### src/logic/data_mixer_map.vh
// Field positions, reset values and select codes of the data mixer
`ifndef DATA_MIXER_MAP_VH
`define DATA_MIXER_MAP_VH
`define CTRL1_ENABLE_BIT      7
`define CTRL1_LIVE_OUT_BIT    5
`define CTRL1_OUT_INV_BIT     4
`define CTRL1_MANUAL_BIT      0
`define CTRL2_HI_INV_BIT      5
`define CTRL2_HI_WAIT_BIT     4
`define CTRL2_LO_INV_BIT      1
`define CTRL2_LO_WAIT_BIT     0
`define SEL_WIDTH             5
`define SRC_COUNT             32
`define SEL_RESET             5'h00
`define CTRL_RESET            1'b0
`define STREAM_SEL_MANUAL     5'h00
`define CARRIER_SEL_PIN       5'h00
`define SRC_LAST_USED         5'h12
`endif

### src/logic/data_mixer.v
// Data signal mixer: combines a data stream with two selectable carriers
`include "data_mixer_map.vh"
module data_mixer (
    input  wire        mclk,
    input  wire        sys_rst,
    input  wire        sleep_mode,
    input  wire [7:0]  mixer_control_first_wdata,
    input  wire        mixer_control_first_we,
    input  wire [7:0]  mixer_control_second_wdata,
    input  wire        mixer_control_second_we,
    input  wire [4:0]  stream_source_wdata,
    input  wire        stream_source_we,
    input  wire [4:0]  high_carrier_wdata,
    input  wire        high_carrier_we,
    input  wire [4:0]  low_carrier_wdata,
    input  wire        low_carrier_we,
    input  wire [31:0] periph_sources,
    input  wire        high_carrier_pin_default,
    input  wire        low_carrier_pin_default,
    input  wire        stream_pin,
    output reg  [7:0]  mixer_control_first_q,
    output reg  [7:0]  mixer_control_second_q,
    output reg  [4:0]  stream_source_register_q,
    output reg  [4:0]  high_carrier_register_q,
    output reg  [4:0]  low_carrier_register_q,
    output reg         mixed_output_pin_q
);
    ////////////////////////////////////////////////////////////////////////
    // Input synchronisers
    reg  [31:0] src_s1_q;
    reg  [31:0] src_s2_q;
    reg  [2:0]  pin_s1_q;
    reg  [2:0]  pin_s2_q;

    always @(posedge mclk) begin
        if (sys_rst) begin
            src_s1_q <= 32'h0000_0000;
            src_s2_q <= 32'h0000_0000;
            pin_s1_q <= 3'h0;
            pin_s2_q <= 3'h0;
        end else begin
            src_s1_q <= periph_sources;
            src_s2_q <= src_s1_q;
            pin_s1_q <= {stream_pin, low_carrier_pin_default, high_carrier_pin_default};
            pin_s2_q <= pin_s1_q;
        end
    end

    ////////////////////////////////////////////////////////////////////////
    // Control state
    reg        enable_q;
    reg        out_inv_q;
    reg        manual_q;
    reg        hi_inv_q;
    reg        hi_wait_q;
    reg        lo_inv_q;
    reg        lo_wait_q;
    reg  [4:0] stream_sel_q;
    reg  [4:0] hi_sel_q;
    reg  [4:0] lo_sel_q;

    always @(posedge mclk) begin
        if (sys_rst) begin
            enable_q     <= `CTRL_RESET;
            out_inv_q    <= `CTRL_RESET;
            manual_q     <= `CTRL_RESET;
            hi_inv_q     <= `CTRL_RESET;
            hi_wait_q    <= `CTRL_RESET;
            lo_inv_q     <= `CTRL_RESET;
            lo_wait_q    <= `CTRL_RESET;
            stream_sel_q <= `SEL_RESET;
            hi_sel_q     <= `SEL_RESET;
            lo_sel_q     <= `SEL_RESET;
        end else begin
            if (mixer_control_first_we) begin
                enable_q  <= mixer_control_first_wdata[`CTRL1_ENABLE_BIT];
                out_inv_q <= mixer_control_first_wdata[`CTRL1_OUT_INV_BIT];
                manual_q  <= mixer_control_first_wdata[`CTRL1_MANUAL_BIT];
            end
            if (mixer_control_second_we) begin
                hi_inv_q  <= mixer_control_second_wdata[`CTRL2_HI_INV_BIT];
                hi_wait_q <= mixer_control_second_wdata[`CTRL2_HI_WAIT_BIT];
                lo_inv_q  <= mixer_control_second_wdata[`CTRL2_LO_INV_BIT];
                lo_wait_q <= mixer_control_second_wdata[`CTRL2_LO_WAIT_BIT];
            end
            if (stream_source_we) begin
                stream_sel_q <= stream_source_wdata;
            end
            if (high_carrier_we) begin
                hi_sel_q <= high_carrier_wdata;
            end
            if (low_carrier_we) begin
                lo_sel_q <= low_carrier_wdata;
            end
        end
    end

    ////////////////////////////////////////////////////////////////////////
    // Source selection
    function pick;
        input [4:0]  sel;
        input [31:0] srcs;
        input        pin;
        begin
            if (sel == `CARRIER_SEL_PIN) begin
                pick = pin;
            end else if (sel > `SRC_LAST_USED) begin
                pick = 1'b0;
            end else begin
                pick = srcs[sel];
            end
        end
    endfunction

    wire [4:0] hi_eff_sel;
    wire [4:0] lo_eff_sel;
    wire       stream;
    wire       high_carrier;
    wire       low_carrier;
    wire       use_high;

    assign hi_eff_sel = enable_q ? hi_sel_q : `CARRIER_SEL_PIN;
    assign lo_eff_sel = enable_q ? lo_sel_q : `CARRIER_SEL_PIN;
    assign stream = (!enable_q || stream_sel_q == `STREAM_SEL_MANUAL) ? manual_q
                  : pick(stream_sel_q, src_s2_q, pin_s2_q[2]);
    assign high_carrier = pick(hi_eff_sel, src_s2_q, pin_s2_q[0]) ^ hi_inv_q;
    assign low_carrier  = pick(lo_eff_sel, src_s2_q, pin_s2_q[1]) ^ lo_inv_q;

    carrier_sync u_sync (
        .mclk              (mclk),
        .sys_rst           (sys_rst),
        .run               (enable_q),
        .stream            (stream),
        .high_carrier      (high_carrier),
        .low_carrier       (low_carrier),
        .high_carrier_wait (hi_wait_q),
        .low_carrier_wait  (lo_wait_q),
        .use_high_q        (use_high)
    );

    ////////////////////////////////////////////////////////////////////////
    // Mixing and output, no sleep gating
    wire carrier;
    wire mixed;

    assign carrier = use_high ? high_carrier : low_carrier;
    assign mixed   = enable_q & carrier & (use_high | ~use_high);

    always @(posedge mclk) begin
        if (sys_rst) begin
            mixed_output_pin_q       <= 1'b0;
            mixer_control_first_q    <= 8'h00;
            mixer_control_second_q   <= 8'h00;
            stream_source_register_q <= 5'h00;
            high_carrier_register_q  <= 5'h00;
            low_carrier_register_q   <= 5'h00;
        end else begin
            mixed_output_pin_q <= mixed ^ out_inv_q;
            mixer_control_first_q <= {enable_q, 1'b0, mixed ^ out_inv_q, out_inv_q, 3'h0, manual_q};
            mixer_control_second_q <= {2'h0, hi_inv_q, hi_wait_q, 2'h0, lo_inv_q, lo_wait_q};
            stream_source_register_q <= stream_sel_q;
            high_carrier_register_q  <= hi_sel_q;
            low_carrier_register_q   <= lo_sel_q;
        end
    end
endmodule

### src/logic/carrier_sync.v
// Carrier hand-over stage: holds the active carrier while it is high when waiting is on and run is set
module carrier_sync (
    input  wire       mclk,
    input  wire       sys_rst,
    input  wire       run,
    input  wire       stream,
    input  wire       high_carrier,
    input  wire       low_carrier,
    input  wire       high_carrier_wait,
    input  wire       low_carrier_wait,
    output reg        use_high_q
);
    reg  hi_prev_q;
    reg  lo_prev_q;
    wire hi_fall;
    wire lo_fall;

    assign hi_fall = hi_prev_q & ~high_carrier;
    assign lo_fall = lo_prev_q & ~low_carrier;

    always @(posedge mclk) begin
        if (sys_rst) begin
            hi_prev_q  <= 1'b0;
            lo_prev_q  <= 1'b0;
            use_high_q <= 1'b0;
        end else begin
            hi_prev_q <= high_carrier;
            lo_prev_q <= low_carrier;
            if (!run) begin
                use_high_q <= stream;
            end else if (stream && !use_high_q) begin
                if (!low_carrier_wait || lo_fall || !low_carrier) begin
                    use_high_q <= 1'b1;
                end
            end else if (!stream && use_high_q) begin
                if (!high_carrier_wait || hi_fall || !high_carrier) begin
                    use_high_q <= 1'b0;
                end
            end
        end
    end
endmodule

### config.mk
export PLATFORM = sky130hd
export DESIGN_NAME = data_mixer
export DESIGN_NICKNAME = d
export VERILOG_FILES = /design/src/logic/data_mixer.v /design/src/logic/carrier_sync.v
export VERILOG_INCLUDE_DIRS = /design/src /design/src/logic
export SDC_FILE = /design/constraint.sdc
export NUM_CORES = 1
export LEC_CHECK = 0
export BUFFER_PORTS_ARGS = -buffer_cell sky130_fd_sc_hd__buf_2
export CAP_MARGIN = 0
export CORE_MARGIN = 1
export CORE_UTILIZATION = 30
export CTS_BUF_LIST = sky130_fd_sc_hd__clkbuf_8
export DETAILED_ROUTE_END_ITERATION = 10
export GPL_TIMING_DRIVEN = 0
export PLACE_DENSITY = 0.5
export SYNTH_ARGS = -nofsm -noshare
export SYNTH_HDL_FRONTEND = slang
export SYNTH_HIERARCHICAL = 1
export SYNTH_SLANG_ARGS = --single-unit
### constraint.sdc
create_clock -name mclk -period 2.2 [get_ports mclk]
set_input_delay 0.22 -clock mclk [delete_from_list [all_inputs] [get_ports mclk]]
set_output_delay 0.22 -clock mclk [all_outputs]
set_load 0.01 [all_outputs]
=== Word-level counts from Yosys, hierarchy flattened ===
Index checks and enable logic that the tools add are counted.

* Bits of input ports: 74
* Register bits after elaboration: 127
* Output and inout bits: 32

* Equality and inequality tests: 3
* Multiplexer cells: 21
* Magnitude comparators: 6
* Bitwise logic cells: 8
* Reductions and logical operators: 18

{| class="wikitable"
|+ Operator list
! cell !! number
|-
| < comparator 5 x 6 -> 1 bit, second input constant || 3
|-
| 2-to-1 mux 1 bit || 16
|-
| binary-select mux 1 bit (select 5 bit) || 3
|-
| > comparator 5 bit, second input constant || 3
|-
| logical NOT 5 bit || 3
|-
| 2-to-1 mux 5 bit || 2
|-
| logical NOT 1 bit || 7
|-
| != test 3 x 1 -> 1 bit, second input constant || 2
|-
| logical OR 1 bit || 5
|-
| AND 1 bit || 3
|-
| != test 3 bit, second input constant || 1
|-
| AND reduction 3 bit || 1
|-
| XOR 1 bit || 3
|-
| logical AND 1 bit || 2
|-
| NOT 1 bit || 2
|}

=== Depth between registers and ports, before layout ===
* Depth in word-level cells: 14
* Depth in mapped cells: 10

=== Cells and area by module ===
Netlist, hierarchy kept.

{| class="wikitable"
|+ By module, submodules not included
! module !! seq. area each (um^2) !! area an instance (um^2) !! cells an instance !! instances
|-
| data_mixer || 1781.7 || 3357.0 || 313 || 1
|-
| carrier_sync || 20.0 || 52.6 || 5 || 1
|}

=== Worst setup path after synthesis ===
Ideal clock, no wire load.

* Path type: register -> register
* From: register hi_sel_q[0]
* To: register mixer_control_first_q[5]
* Setup slack: 145 ps
* Library setup time: 121 ps
* Required time: 2079 ps
* Cell stages (with the launch flop): 9
* Arrival: 1933 ps
* Cell sequence: dfxtp_1 -> buf_6 -> mux4_2 -> nand2b_1 -> o2111ai_1 -> a41o_1 -> xnor2_1 -> a22oi_2 -> mux2_4

* Word-level cells in the longest chain between the ends: 9
* Elaborated cells between the ends (all ways): 11
* Those cells by class: order compare: 1; mux: 6; bitwise: 3; reduce/logical: 1

{| class="wikitable"
|+ RTL lines
! element !! RTL line !! RTL
|-
| start, declared || data_mixer.v:59 || <nowiki>reg [4:0] hi_sel_q;</nowiki>
|-
| start signal, assigned || data_mixer.v:72 || <nowiki>hi_sel_q <= `SEL_RESET;</nowiki>
|-
| start signal, assigned || data_mixer.v:90 || <nowiki>hi_sel_q <= high_carrier_wdata;</nowiki>
|-
| 2-to-1 mux 5 bit (no source line) * || -- ||
|-
| binary-select mux 1 bit (select 5 bit) || data_mixer.v:110 || <nowiki>pick = srcs[sel];</nowiki>
|-
| 2-to-1 mux 1 bit (not written as such) || data_mixer.v:110 ||
|-
| 2-to-1 mux 1 bit || data_mixer.v:107 || <nowiki>end else if (sel > `SRC_LAST_USED) begin</nowiki>
|-
| 2-to-1 mux 1 bit * || data_mixer.v:105 || <nowiki>if (sel == `CARRIER_SEL_PIN) begin</nowiki>
|-
| XOR 1 bit * || data_mixer.v:126 || <nowiki>assign high_carrier = pick(hi_eff_sel, src_s2_q, pin_s2_q[0]) ^ hi_inv_q;</nowiki>
|-
| named net high_carrier || data_mixer.v:118 || <nowiki>wire high_carrier;</nowiki>
|-
| 2-to-1 mux 1 bit * || data_mixer.v:146 || <nowiki>assign carrier = use_high ? high_carrier : low_carrier;</nowiki>
|-
| AND 1 bit * || data_mixer.v:147 || <nowiki>assign mixed = enable_q & carrier & (use_high | ~use_high);</nowiki>
|-
| XOR 1 bit * || data_mixer.v:159 || <nowiki>mixer_control_first_q <= {enable_q, 1'b0, mixed ^ out_inv_q, out_inv_q, 3'h0, manual_q};</nowiki>
|-
| end signal, assigned || data_mixer.v:159 ||
|-
| end, declared || data_mixer.v:21 || <nowiki>output reg [7:0] mixer_control_first_q,</nowiki>
|}

Mark *: on every way through the listed nets, which the timed path passes. The rest lies on a longest branch. The select of a mux whose other input is x is not followed.
A chain may end at the register's enable or synchronous reset.

=== Worst setup path after layout ===
* From: register lo_sel_q[0]
* To: register mixer_control_first_q[5]

* Word-level cells in the longest chain between the ends: 9
* Elaborated cells between the ends (all ways): 11
* Those cells by class: order compare: 1; mux: 6; bitwise: 3; reduce/logical: 1

{| class="wikitable"
|+ RTL lines
! element !! RTL line !! RTL
|-
| start, declared || data_mixer.v:60 || <nowiki>reg [4:0] lo_sel_q;</nowiki>
|-
| start signal, assigned || data_mixer.v:73 || <nowiki>lo_sel_q <= `SEL_RESET;</nowiki>
|-
| start signal, assigned || data_mixer.v:93 || <nowiki>lo_sel_q <= low_carrier_wdata;</nowiki>
|-
| 2-to-1 mux 5 bit (no source line) * || -- ||
|-
| binary-select mux 1 bit (select 5 bit) || data_mixer.v:110 ||
|-
| 2-to-1 mux 1 bit (not written as such) || data_mixer.v:110 ||
|-
| 2-to-1 mux 1 bit || data_mixer.v:107 ||
|-
| 2-to-1 mux 1 bit * || data_mixer.v:105 ||
|-
| XOR 1 bit * || data_mixer.v:127 || <nowiki>assign low_carrier = pick(lo_eff_sel, src_s2_q, pin_s2_q[1]) ^ lo_inv_q;</nowiki>
|-
| named net low_carrier || data_mixer.v:119 || <nowiki>wire low_carrier;</nowiki>
|-
| 2-to-1 mux 1 bit * || data_mixer.v:146 ||
|-
| AND 1 bit * || data_mixer.v:147 ||
|-
| XOR 1 bit * || data_mixer.v:159 ||
|}

Marked as above.

==> impl_metrics.tcl <==
set metrics [dict create \
    worstPathRequired_ps 2450 \
    min_to "src_s1_q[6]" \
    synth_area_mm2 0.00341 \
    multi_input_area_mm2 0.00146 \
    r2r-start "lo_sel_q[0]" \
    die_h_um 109 \
    status "finished, final reports clean" \
    p_leak_nw 1.82 \
    holdBufCountCts 0 \
    ir_worst_vdd_uv 239 \
    relSlewSlack 0.604 \
    initial_core_util 0.312 \
    grt_start_max_net_pins 16 \
    worstMarginPinSlew_ps 594 \
    drt-initial-drc-count 52 \
    synth_cell_type_count 50 \
    overflow 0 \
    die_w_um 109 \
    gp_congestion 0.831 \
    routed_via_density 4.31 \
    clock_sinks 90 \
    rr_worst_depth 8 \
    post-route-min-period_ps 2180 \
    hp-class "input pin to flop" \
    critPathLaunchType "flop" \
    worstHoldPathCells 2 \
    synthArstFlopShare 0 \
    routed-via-count 2383 \
    yosysWarnings 6 \
    wire_per_inst_um 12.9 \
    nFillCells 1148 \
    synth_area_per_cell_um2 10.7 \
    netlist_instances 318 \
    hpwl_um 5430 \
    worstReg2RegEnd "mixer_control_first_q[5]" \
    drv_slew 0 \
    final-seq-area_mm2 0.00181 \
    port_buffers 70 \
    grt_pass1_vias 2170 \
    drive_gt1_frac 0.298 \
    grt_pass1_wl_um 10900 \
    final_critical_path_setup_slack_ps 20.9 \
    power_density_mw_per_mm2 760 \
    rows 38 \
    antennaDiodeCount 0 \
    post-route-period-util 0.990 \
    yosys_most_used_dff "dfxtp_1" \
    finalCoreUtilization 0.385 \
    htreeDepth 3 \
    worstHoldStart "periph_sources[6]" \
    pre_cts_ws_ps -167 \
    fp.dieArea_mm2 0.0118 \
    cts_root_buf "clkbuf_8" \
    synth_edf_count 0 \
    clock_path_buffers 2 \
    endpoint_kind "flop" \
    maxCapViolCount 0 \
    syn_to_final_growth_pct 23.6 \
    crit_type "flop to flop" \
    path_max_fanout 10 \
    dp_cells 535 \
    finClkSkew_ps 8.77 \
    hold_violations 0 \
    synth-seq-cells 90 \
    rsz0062_at_grt "yes" \
    setup_viol 0 \
    wirelength_um 7160 \
    clk_pin_slew_ps 90 \
    antenna_found_initial 0 \
    stdcell_count 553 \
    r2r_slack_ps 20 \
    ant_nets 0 \
    fin_total_pwr_mw 3.20 \
    coreArea_mm2 0.0109 \
    top_level_ports 106 \
    first_pass_iters 4 \
    ys_seq_area_frac 0.528 \
    fmax_ghz 0.459 \
    numCtsBuffers 9 \
    insertion_delay_ps 360 \
    grt_use_total 0.125 \
    worstPathArrival_ps 2430 \
    cts_tree "yes" \
    final_cell_mix "dfxtp_1 (89), buf_2 (73), nor2b_1 (65), mux2i_1 (31), nor2_1 (27)" \
    drc 0 \
    layout_commonest_cell "dfxtp_1" \
    final_nets 482 \
]
## critical path, stage by stage, from the launching register on
cell and delay, ps:
dfxtp_1 320, buf_6 130, buf_8 140, a221o_1 320, a22o_1 230, o32ai_2 290
xnor2_1 140, a22oi_2 200, mux2_4 310
## repair_timing
| item | 4_1_cts | 5_1_grt |
|---|---|---|
| gates resized for setup | 6 | 8 |
| setup buffers | 0 | 3 |
| pin swaps | 2 | 0 |
| setup endpoints to repair | 2 | 2 |
## cell usage after synthesis, drive strengths merged, types with 2 or more instances
cell type   n  area [um2]
a22o        2        18.8
buf        18         131
nor3        3        15.0
inv         3        11.3
o22ai       2        12.5
mux2        4        48.8
nand3b      2        15.0
a21boi      2        15.0
clkbuf     16        63.8
o21ai       2        10.0
dfxtp      90        1800
a31oi       4        25.0
nand2b      3        18.8
o2111ai     2        17.5
a2111oi     2        23.8
mux4        5         113
nor2b      66         415
o41ai       2        17.5
nor2       27         101
xnor2       2        17.5
a21oi       5        25.0
nand2       8        30.0
mux2i      31         310
## power breakdown
part	internal, mW	total [mW]	switching (mW)
registers	1.71	1.76	0.0521
clock network	0.525	1.10	0.578
logic	0.177	0.340	0.163
total	2.41	3.20	0.793
## area by class of cell
| type | instances | share of cell area |
|---|---|---|
| clock inverters | 7 | 0.0163 |
| repair buffers | 73 | 0.0885 |
| multi-input cells | 198 | 0.347 |
| clock buffers | 9 | 0.0294 |
| well taps | 140 | 0.0416 |
| plain buffers | 33 | 0.0454 |
| inverters | 3 | 0.00267 |
| flip-flops and latches | 90 | 0.429 |
## cells by family (layout without fill, tap and decap cells)
family,count (synthesis),count (layout),share of synthesized area
other,1,8,0.00110
buffers and inverters,37,125,0.0605
AND/OR/NAND/NOR,115,115,0.189
multiplexers,40,40,0.138
XOR/XNOR,2,2,0.00514
flip-flops,90,90,0.528
AO/OA/AOI/OAI,33,33,0.0771
## flip-flops by register name, indices dropped and copies added (netlist names), 5 cells and up
name and cells:
high_carrier_register_q 5, stream_source_register_q 5, hi_sel_q 5, src_s1_q 20
lo_sel_q 5, src_s2_q 20, low_carrier_register_q 5, stream_sel_q 5
## metrics by stage
step	hold slack [ps]	TNS, ps	instance area [um2]
2_1_floorplan	291	0	3440
3_3_place_gp	430	-303	3960
3_5_place_dp	423	-303	3960
4_1_cts	45.8	0	4150
5_1_grt	53.2	-71.9	4210
6_report	61.7	0	4210
## metal layers
layer  vias to the layer above  global-route usage  share of wire
li1                       1227                   -              -
met1                      1067               0.157           0.47
met2                        76               0.190           0.44
met3                        13              0.0356          0.058
met4                         0              0.0753          0.028
met5                         -                   0              0
## worst max-delay path by stage
stage | start | endpoint | slack (ps) | cells after the start
6_report | lo_sel_q[0] | mixer_control_first_q[5] | 20 | 8
5_1_grt | enable_q | mixer_control_first_q[5] | -70 | 7
4_1_cts | lo_sel_q[0] | mixer_control_first_q[5] | 10 | 8
3_5_place_dp | stream_sel_q[0] | u_sync/use_high_q | -170 | 8
3_3_place_gp | enable_q | mixer_control_first_q[5] | -160 | 7
2_1_floorplan | hi_sel_q[0] | mixer_control_first_q[5] | 150 | 8
Power figures use the tool's default switching activity.
